$ cat src/brd_regs.svh
// Register offsets, field positions, reset values and timing counts for the board glue block
`ifndef BRD_REGS_SVH
`define BRD_REGS_SVH

// ==========================================================
// Register byte offsets
`define BRD_OFF_CTRL      32'h0000_0000
`define BRD_OFF_STAT      32'h0000_0004
`define BRD_OFF_CMD       32'h0000_0008
`define BRD_OFF_RXDATA    32'h0000_000c
`define BRD_OFF_ISTAT     32'h0000_0010
`define BRD_OFF_IMASK     32'h0000_0014

// ==========================================================
// Control register fields
`define BRD_CTRL_SCL      0
`define BRD_CTRL_SDA      1
`define BRD_CTRL_LED      2
`define BRD_CTRL_RESET    32'h0000_0007

// ==========================================================
// Status register fields
`define BRD_STAT_SDA_IN   0
`define BRD_STAT_BATT     1
`define BRD_STAT_BUSY     2
`define BRD_STAT_LED_DRIVE_PIN     3

// ==========================================================
// Command register fields
`define BRD_CMD_START     8
`define BRD_CMD_STOP      9
`define BRD_CMD_WRITE     10
`define BRD_CMD_READ      11
`define BRD_CMD_LED_DRIVE_PIN      12

// ==========================================================
// Interrupt status and mask fields
`define BRD_INT_DONE      0
`define BRD_INT_LED_DRIVE_PIN      1
`define BRD_INT_BATT_LOW  2
`define BRD_INT_BITS      3

// ==========================================================
// Serial clock timing
`define BRD_CLK_MHZ       50
`define BRD_SCL_HALF_NS   5000
`define BRD_SCL_HALF_CYC  ((`BRD_SCL_HALF_NS * `BRD_CLK_MHZ) / 1000)

`endif

$ cat src/brd_pkg.sv
// Types shared by the board glue block
package brd_pkg;

  typedef enum logic [2:0] {
    ST_IDLE,
    ST_START_A,
    ST_START_B,
    ST_BIT_LOW,
    ST_BIT_HIGH,
    ST_STOP_A,
    ST_STOP_B,
    ST_STOP_C
  } brd_state_e;

  typedef struct packed {
    logic [31:0] paddr;
    logic        pwrite;
    logic [31:0] pwdata;
  } brd_apb_req_s;

  typedef struct packed {
    logic sda_in;
    logic batt_ok;
  } brd_pins_s;

endpackage

$ cat src/brd_sync.sv
// Two-stage synchroniser for pin inputs
`timescale 1ns/1ps
module brd_sync #(
  parameter int WIDTH = 2
) (
  input  wire logic             clock,
  input  wire logic             rst,
  input  wire logic [WIDTH-1:0] async_in,
  output logic      [WIDTH-1:0] sync_out
);

  logic [WIDTH-1:0] meta_reg;

  // First stage feeds only the second stage
  always_ff @(posedge clock) begin
    if (rst) begin
      meta_reg <= '1;
      sync_out <= '1;
    end else begin
      meta_reg <= async_in;
      sync_out <= meta_reg;
    end
  end

endmodule

$ cat src/brd_glue.sv
// Board glue: two-wire EEPROM engine, battery status, activity LED, APB registers
//
// Function
// - Data returned by the EEPROM is read only on the dedicated data input pin.
// - Data toward the EEPROM is driven only on the dedicated data output pin.
// - Logic 0 is a low level near 0V and logic 1 a high level near 5V on every pin.
// - The battery input reads 0 at or below 2,265 V (discharged) and 1 above (charged).
// - Driving the LED pin to 0 lights the LED and driving it to 1 turns it off.
// - After reset the LED pin is 1 so the LED starts off.
`timescale 1ns/1ps
`include "brd_regs.svh"
module brd_glue (
  input  wire logic                  clock,
  input  wire logic                  rst,
  input  wire logic                  psel,
  input  wire logic                  penable,
  input  wire brd_pkg::brd_apb_req_s apb_req,
  output logic                       pready,
  output logic [31:0]                prdata,
  output logic                       pslverr,
  input  wire logic                  eeprom_data_in_pin,
  output logic                       eeprom_data_out_pin,
  output logic                       eeprom_scl_pin,
  input  wire logic                  battery_ok_pin,
  output logic                       led_drive_pin,
  output logic                       irq
);
  import brd_pkg::*;

  localparam logic [8:0] HALF_CYC = 9'(`BRD_SCL_HALF_CYC);

  // ==========================================================
  // Input synchronisers
  brd_pins_s pins_sync;

  brd_sync #(.WIDTH(2)) u_sync (
    .clock    (clock),
    .rst      (rst),
    .async_in ({eeprom_data_in_pin, battery_ok_pin}),
    .sync_out (pins_sync)
  );

  // ==========================================================
  // APB slave, one wait state so read data comes from a flop
  logic        ack_reg;
  logic        wr_en;
  logic        addr_ok;
  logic [31:0] ctrl_reg;
  logic [31:0] imask_reg;
  logic [`BRD_INT_BITS-1:0] istat_reg;
  logic [7:0]  shift_reg;
  logic        led_drive_pin_reg;
  brd_state_e  state_reg;

  function automatic logic brd_addr_hit(input logic [31:0] a, input logic [31:0] off);
    brd_addr_hit = (a == off);
  endfunction

  assign addr_ok = brd_addr_hit(apb_req.paddr, `BRD_OFF_CTRL)
                 | brd_addr_hit(apb_req.paddr, `BRD_OFF_STAT)
                 | brd_addr_hit(apb_req.paddr, `BRD_OFF_CMD)
                 | brd_addr_hit(apb_req.paddr, `BRD_OFF_RXDATA)
                 | brd_addr_hit(apb_req.paddr, `BRD_OFF_ISTAT)
                 | brd_addr_hit(apb_req.paddr, `BRD_OFF_IMASK);
  assign pready  = ack_reg;
  assign pslverr = ack_reg & ~addr_ok;
  assign wr_en   = psel & penable & ack_reg & apb_req.pwrite & addr_ok;

  always_ff @(posedge clock) begin
    if (rst) begin
      ack_reg <= 1'b0;
    end else begin
      ack_reg <= psel & penable & ~ack_reg;
    end
  end

  always_ff @(posedge clock) begin
    if (rst) begin
      prdata <= 32'h0000_0000;
    end else if (psel & penable & ~ack_reg & ~apb_req.pwrite) begin
      prdata <= 32'h0000_0000;
      if (brd_addr_hit(apb_req.paddr, `BRD_OFF_CTRL)) begin
        prdata <= ctrl_reg;
      end
      if (brd_addr_hit(apb_req.paddr, `BRD_OFF_STAT)) begin
        prdata[`BRD_STAT_SDA_IN] <= pins_sync.sda_in;
        prdata[`BRD_STAT_BATT]   <= pins_sync.batt_ok;
        prdata[`BRD_STAT_BUSY]   <= (state_reg != ST_IDLE);
        prdata[`BRD_STAT_LED_DRIVE_PIN]   <= led_drive_pin_reg;
      end
      if (brd_addr_hit(apb_req.paddr, `BRD_OFF_RXDATA)) begin
        prdata[7:0] <= shift_reg;
      end
      if (brd_addr_hit(apb_req.paddr, `BRD_OFF_ISTAT)) begin
        prdata[`BRD_INT_BITS-1:0] <= istat_reg;
      end
      if (brd_addr_hit(apb_req.paddr, `BRD_OFF_IMASK)) begin
        prdata <= imask_reg;
      end
    end
  end

  // ==========================================================
  // Control and mask registers
  always_ff @(posedge clock) begin
    if (rst) begin
      ctrl_reg <= `BRD_CTRL_RESET;
    end else if (wr_en && brd_addr_hit(apb_req.paddr, `BRD_OFF_CTRL)) begin
      ctrl_reg <= {29'h0000_0000, apb_req.pwdata[2:0]};
    end
  end

  always_ff @(posedge clock) begin
    if (rst) begin
      imask_reg <= 32'h0000_0000;
    end else if (wr_en && brd_addr_hit(apb_req.paddr, `BRD_OFF_IMASK)) begin
      imask_reg <= {29'h0000_0000, apb_req.pwdata[`BRD_INT_BITS-1:0]};
    end
  end

  // LED pin is active low, off after reset
  assign led_drive_pin = ctrl_reg[`BRD_CTRL_LED];

  // ==========================================================
  // Byte engine
  logic       cmd_wr;
  logic       tick;
  logic [8:0] div_cnt;
  logic [3:0] bit_cnt;
  logic       rd_mode;
  logic       led_drive_pin_cfg;
  logic       ev_done;

  assign cmd_wr = wr_en && brd_addr_hit(apb_req.paddr, `BRD_OFF_CMD) && (state_reg == ST_IDLE);
  assign tick   = (state_reg != ST_IDLE) && (div_cnt == HALF_CYC - 9'h001);

  // Bit to place on the data line; release for read data and for the slave's ack
  function automatic logic brd_drive_bit(input logic rd, input logic [3:0] idx,
                                         input logic msb, input logic nk);
    if (idx == 4'h8) begin
      brd_drive_bit = rd ? nk : 1'b1;
    end else begin
      brd_drive_bit = rd ? 1'b1 : msb;
    end
  endfunction

  always_ff @(posedge clock) begin
    if (rst || state_reg == ST_IDLE || tick) begin
      div_cnt <= 9'h000;
    end else begin
      div_cnt <= div_cnt + 9'h001;
    end
  end

  always_ff @(posedge clock) begin
    if (rst) begin
      state_reg <= ST_IDLE;
    end else if (cmd_wr) begin
      if (apb_req.pwdata[`BRD_CMD_START]) begin
        state_reg <= ST_START_A;
      end else if (apb_req.pwdata[`BRD_CMD_STOP]) begin
        state_reg <= ST_STOP_A;
      end else if (apb_req.pwdata[`BRD_CMD_WRITE] | apb_req.pwdata[`BRD_CMD_READ]) begin
        state_reg <= ST_BIT_LOW;
      end
    end else if (tick) begin
      case (state_reg)
        ST_START_A:  state_reg <= ST_START_B;
        ST_START_B:  state_reg <= ST_IDLE;
        ST_BIT_LOW:  state_reg <= ST_BIT_HIGH;
        ST_BIT_HIGH: state_reg <= (bit_cnt == 4'h8) ? ST_IDLE : ST_BIT_LOW;
        ST_STOP_A:   state_reg <= ST_STOP_B;
        ST_STOP_B:   state_reg <= ST_STOP_C;
        ST_STOP_C:   state_reg <= ST_IDLE;
        default:     state_reg <= ST_IDLE;
      endcase
    end
  end

  always_ff @(posedge clock) begin
    if (rst) begin
      bit_cnt   <= 4'h0;
      rd_mode   <= 1'b0;
      led_drive_pin_cfg  <= 1'b0;
      shift_reg <= 8'h00;
      led_drive_pin_reg  <= 1'b0;
    end else if (cmd_wr) begin
      bit_cnt   <= 4'h0;
      rd_mode   <= apb_req.pwdata[`BRD_CMD_READ] & ~apb_req.pwdata[`BRD_CMD_WRITE];
      led_drive_pin_cfg  <= apb_req.pwdata[`BRD_CMD_LED_DRIVE_PIN];
      shift_reg <= apb_req.pwdata[7:0];
    end else if (tick && state_reg == ST_BIT_HIGH) begin
      // Sample at the end of the high phase, data is settled by then
      if (bit_cnt == 4'h8) begin
        led_drive_pin_reg <= pins_sync.sda_in;
      end else begin
        shift_reg <= {shift_reg[6:0], pins_sync.sda_in};
        bit_cnt   <= bit_cnt + 4'h1;
      end
    end
  end

  // ==========================================================
  // Pin drivers: engine owns the pins while busy, software otherwise
  always_ff @(posedge clock) begin
    if (rst) begin
      eeprom_scl_pin      <= 1'b1;
      eeprom_data_out_pin <= 1'b1;
    end else if (state_reg == ST_IDLE) begin
      if (cmd_wr && (apb_req.pwdata[`BRD_CMD_WRITE] | apb_req.pwdata[`BRD_CMD_READ])
          && !apb_req.pwdata[`BRD_CMD_START] && !apb_req.pwdata[`BRD_CMD_STOP]) begin
        eeprom_scl_pin      <= 1'b0;
        eeprom_data_out_pin <= brd_drive_bit(apb_req.pwdata[`BRD_CMD_READ]
                                             & ~apb_req.pwdata[`BRD_CMD_WRITE], 4'h0,
                                             apb_req.pwdata[7], apb_req.pwdata[`BRD_CMD_LED_DRIVE_PIN]);
      end else if (cmd_wr && apb_req.pwdata[`BRD_CMD_STOP]
                   && !apb_req.pwdata[`BRD_CMD_START]) begin
        eeprom_scl_pin      <= 1'b0;
        eeprom_data_out_pin <= 1'b0;
      end else if (!cmd_wr && wr_en && brd_addr_hit(apb_req.paddr, `BRD_OFF_CTRL)) begin
        eeprom_scl_pin      <= apb_req.pwdata[`BRD_CTRL_SCL];
        eeprom_data_out_pin <= apb_req.pwdata[`BRD_CTRL_SDA];
      end
    end else if (tick) begin
      case (state_reg)
        ST_START_A: eeprom_data_out_pin <= 1'b0;
        ST_START_B: eeprom_scl_pin      <= 1'b0;
        ST_BIT_LOW: eeprom_scl_pin      <= 1'b1;
        ST_BIT_HIGH: begin
          eeprom_scl_pin <= 1'b0;
          if (bit_cnt != 4'h8) begin
            eeprom_data_out_pin <= brd_drive_bit(rd_mode, bit_cnt + 4'h1, shift_reg[6], led_drive_pin_cfg);
          end
        end
        ST_STOP_A:  eeprom_scl_pin      <= 1'b1;
        ST_STOP_B:  eeprom_data_out_pin <= 1'b1;
        default:    eeprom_scl_pin      <= eeprom_scl_pin;
      endcase
    end
  end

  // ==========================================================
  // Interrupt status, write one to clear, a new event wins
  logic batt_prev;
  logic [`BRD_INT_BITS-1:0] ev_vec;
  logic [`BRD_INT_BITS-1:0] clr_vec;

  assign ev_done = tick && ((state_reg == ST_START_B) || (state_reg == ST_STOP_C)
                   || (state_reg == ST_BIT_HIGH && bit_cnt == 4'h8));
  assign ev_vec  = {batt_prev & ~pins_sync.batt_ok,
                    ev_done & (state_reg == ST_BIT_HIGH) & pins_sync.sda_in & ~rd_mode,
                    ev_done};
  assign clr_vec = (wr_en && brd_addr_hit(apb_req.paddr, `BRD_OFF_ISTAT))
                   ? apb_req.pwdata[`BRD_INT_BITS-1:0] : '0;

  always_ff @(posedge clock) begin
    if (rst) begin
      batt_prev <= 1'b1;
      istat_reg <= '0;
    end else begin
      batt_prev <= pins_sync.batt_ok;
      istat_reg <= (istat_reg & ~clr_vec) | ev_vec;
    end
  end

  assign irq = |(istat_reg & imask_reg[`BRD_INT_BITS-1:0]);

  // ==========================================================
  // Checks
  led_reset_off_a: assert property (@(posedge clock) rst |=> led_drive_pin)
    else $error("LED pin not off after reset");
  led_follow_a: assert property (@(posedge clock) disable iff (rst)
    wr_en && brd_addr_hit(apb_req.paddr, `BRD_OFF_CTRL)
    |=> led_drive_pin == $past(apb_req.pwdata[`BRD_CTRL_LED]))
    else $error("LED pin does not follow control write");
  read_release_a: assert property (@(posedge clock) disable iff (rst)
    state_reg == ST_BIT_HIGH && rd_mode && bit_cnt != 4'h8 |-> eeprom_data_out_pin)
    else $error("Data line not released during read");
  sample_high_a: assert property (@(posedge clock) disable iff (rst)
    tick && state_reg == ST_BIT_HIGH |-> eeprom_scl_pin)
    else $error("Data sampled while clock low");
  batt_path_a: assert property (@(posedge clock) disable iff (rst)
    ##2 pins_sync.batt_ok == $past(battery_ok_pin, 2))
    else $error("Battery status not two stages behind pin");
  start_cond_a: assert property (@(posedge clock) disable iff (rst)
    state_reg == ST_START_A && tick |=> !eeprom_data_out_pin && eeprom_scl_pin)
    else $error("Start condition malformed");
  clock_high_hold_a: assert property (@(posedge clock) disable iff (rst)
    $rose(eeprom_scl_pin) && state_reg == ST_BIT_HIGH |=> eeprom_scl_pin [*8])
    else $error("Serial clock high phase too short");
  led_drive_pin_irq_a: assert property (@(posedge clock) disable iff (rst)
    ev_vec[`BRD_INT_LED_DRIVE_PIN] && imask_reg[`BRD_INT_LED_DRIVE_PIN] |=> irq)
    else $error("Unmasked no-ack did not raise interrupt");
  byte_done_c: cover property (@(posedge clock) disable iff (rst)
    ev_done && state_reg == ST_BIT_HIGH);
  stop_done_c: cover property (@(posedge clock) disable iff (rst)
    tick && state_reg == ST_STOP_C);
  batt_low_c: cover property (@(posedge clock) disable iff (rst) ev_vec[`BRD_INT_BATT_LOW]);

endmodule

$ cat config.mk
export PLATFORM = sky130hd
export DESIGN_NAME = brd_glue
export DESIGN_NICKNAME = d
export VERILOG_FILES = /design/src/brd_pkg.sv /design/src/brd_sync.sv /design/src/brd_glue.sv
export VERILOG_INCLUDE_DIRS = /design/src /design/src/src
export SDC_FILE = /design/constraint.sdc
export NUM_CORES = 1
export LEC_CHECK = 0
export ABC_AREA = 0
export BUFFER_PORTS_ARGS = -buffer_cell sky130_fd_sc_hd__buf_2
export CORE_MARGIN = 4
export CORE_UTILIZATION = 25
export DETAILED_ROUTE_END_ITERATION = 10
export GPL_ROUTABILITY_DRIVEN = 0
export GPL_TIMING_DRIVEN = 0
export PLACE_DENSITY = 0.52
export SLEW_MARGIN = 20
export SYNTH_ARGS = -nofsm -noshare
export SYNTH_HDL_FRONTEND = slang
export SYNTH_SLANG_ARGS = --single-unit
$ cat constraint.sdc
create_clock -name clock -period 3.5 [get_ports clock]
set_input_delay 0.875 -clock clock [delete_from_list [all_inputs] [get_ports clock]]
set_output_delay 0.875 -clock clock [all_outputs]
set_load 0.05 [all_outputs]
==> results.ini <==
[route]
drt_wl_total_um = 8810
drc = 0
drt_iter0_markers = 186
avgViaCountPerCell = 4.81
ant_nets = 0
vias = 2854
wire_per_inst_um = 14.9
dr.pass1.iters = 5

[sta]
slew_headroom = 0.320
hold_violations = 0
finalSetupTns_ns = 0
clock_skew_ns = 0.00547
fin_crit_ns = 3.33
rsz0062_at_grt = no
finalSetupViolations = 0
timing.fmax_mhz = 300
slew_violations = 0
finalCritPeriodShare = 0.952
worst-slew-pin-transition_ns = 1.01
holdWs_ns = 0.417

[status]
status = completed

[placed_design]
portBuffers = 63
hpwl_um = 6880

[clocking]
ctsResizeCount = 0
clock_sinks = 52
cts-hold-fix-buffers = 0
clock_latency_ns = 0.29
cts_tree = done
htreeDepth = 2
cts_max_path_buffers = 2
numCtsBuffers = 5
path_clk_slew_ns = 0.07
post-cts-setup-buffers = 0
cts_root_buf = clkbuf_16

[layout]
nets = 520
n_antenna_cell = 0
n_fill_cell = 1274
drive_above_1_share = 0.276
syn_to_final_growth_pct = 24.6
largest_register_ffs = 9

[die]
dieArea_um2 = 14100
ios = 109
rows = 40
dieHeight_um = 119
initial_core_util = 0.255
core_um2 = 12000
die_x_um = 119

[setup_path]
cp_data_arrival_time_ns = 2.46
worstPathMaxFanout = 7
critPathCaptureType = primary output
cp-start-kind = input pin
cp.required_ns = 2.62
critPathKind = input pin to primary output

[logic_synthesis]
yosysWarnings = 0
yosys_register_bits = 52
synth_cell_types = 64
synth_top_area_share = 0.340
avgSynthCellArea_um2 = 8.69
yosysMostFrequentCell = dfxtp_1
synth_edf_count = 0
syn_inst = 352
syn_area_um2 = 3060
ys_seq_area_frac = 0.340
ys_top_cells_by_area = dfxtp_1, buf_4, mux2i_1
synthTopCellsByCount = dfxtp_1, nor2_1, nand2_1, buf_4, mux2i_1
async_flop_share = 0
yosys.area.top_type = dfxtp_1
synth_ff_type = dfxtp_1

[run]
maxCapViolCount = 0

[pwr]
vdd_ir_drop_max_mv = 0.166
p_leak_nw = 1.51
cellPowerDensity_nw_per_um2 = 353

[grt]
grt_max_degree = 17
grt_usage = 0.126
grt_pass1_wl_um = 14600
grt_overflow = 0
antenna_found_initial = 2
grt_pass1_vias = 2806

[hold_path]
hp-class = flop to flop

[through the flow]
step | setup slack (ns) | std cells | area, um2 | util | total power [mW]
after floorplan | 0.0850 | 375 | 3150 | - | 0.728
final | 0.169 | 593 | 3810 | 0.318 | 1.35
after detailed placement | 0.156 | 585 | 3650 | 0.304 | 0.785
after CTS | 0.159 | 593 | 3810 | 0.318 | 1.36
after global routing | 0.112 | 593 | 3810 | 0.318 | 1.40
after global placement | 0.157 | 585 | 3650 | 0.304 | 0.785
[cells in the final DEF, fill, tap and decap left out, types with 3 or more instances in the layout]
master and instances:
xnor2_1 5, o31ai_1 3, dfxtp_1 52, nand2b_1 6, a211o_1 3, nor3b_1 3, nor4_2 5, a311oi_1 4
or2_2 6, inv_1 7, nor2_1 40, nor4_4 4, nor3_1 14, nand4_1 7, clkbuf_1 15, clkbuf_16 5
nor4_1 5, buf_2 65, a21oi_1 7, a211oi_1 9, nand3b_1 3, buf_4 24, xor2_1 4, conb_1 24
nand3_1 6, nor2b_1 7, nand2_1 25, ha_1 4, a22oi_1 5, and4_1 3, or3_1 7, o21ai_0 7
mux2i_1 17, o22ai_1 4
[per-layer routing]
metal / GRT usage / vias up / wire length (um) / share of wire
met5: 0 / - / 14 / 0.0016
met4: 0.0261 / 4 / 86 / 0.0098
met3: 0.0359 / 12 / 726 / 0.082
met2: 0.213 / 98 / 4180 / 0.47
met1: 0.160 / 1312 / 3800 / 0.43
li1: - / 1428 / - / -
[area by class of cell]
cell class	count	area [um2]	area share
timing repair buffer	63	315	0.0827
buffer	41	254	0.0666
clock inverter	2	38.8	0.0102
inverter	7	26.3	0.00689
clock buffer	6	129	0.0338
tap	147	184	0.0482
multi-input combinational	275	1830	0.479
sequential	52	1040	0.273
[critical path, cell delays in order]
cell	delay, ns
buf_2	0.10
nor3_2	0.43
nand4_1	0.36
nor2_1	0.32
a21boi_0	0.14
buf_2	0.23
[cell families (layout without fill, tap and decap cells)]
| group | count (synthesis) | in the layout | synth area share |
|---|---|---|---|
| flops | 52 | 52 | 0.340 |
| other cells | 1 | 24 | 0.00123 |
| mux | 19 | 19 | 0.0630 |
| fa+ha+maj | 5 | 5 | 0.0196 |
| buf+inv | 48 | 119 | 0.0916 |
| xor+xnor | 9 | 9 | 0.0258 |
| compound gates | 62 | 62 | 0.150 |
| simple gates | 156 | 156 | 0.309 |
[path summary, 6_finish.rpt]
path	from	endpoint	slack [ns]	cells past startpoint
setup / recovery	apb_req[34]	pslverr	0.17	6
hold / removal	u_sync.meta_reg[1]	u_sync.sync_out[1]	0.42	1
setup reg to reg	pready	prdata[4]	1.25	5
hold reg to reg	u_sync.meta_reg[1]	u_sync.sync_out[1]	0.42	1
[power by group]
part | leakage, nW | switching [mW] | internal, mW
combinational | 1.01 | 0.118 | 0.0576
clock | 0.0815 | 0.232 | 0.341
sequential | 0.420 | 0.00228 | 0.595
total | 1.51 | 0.352 | 0.993
(Power assumes the default switching activity.)
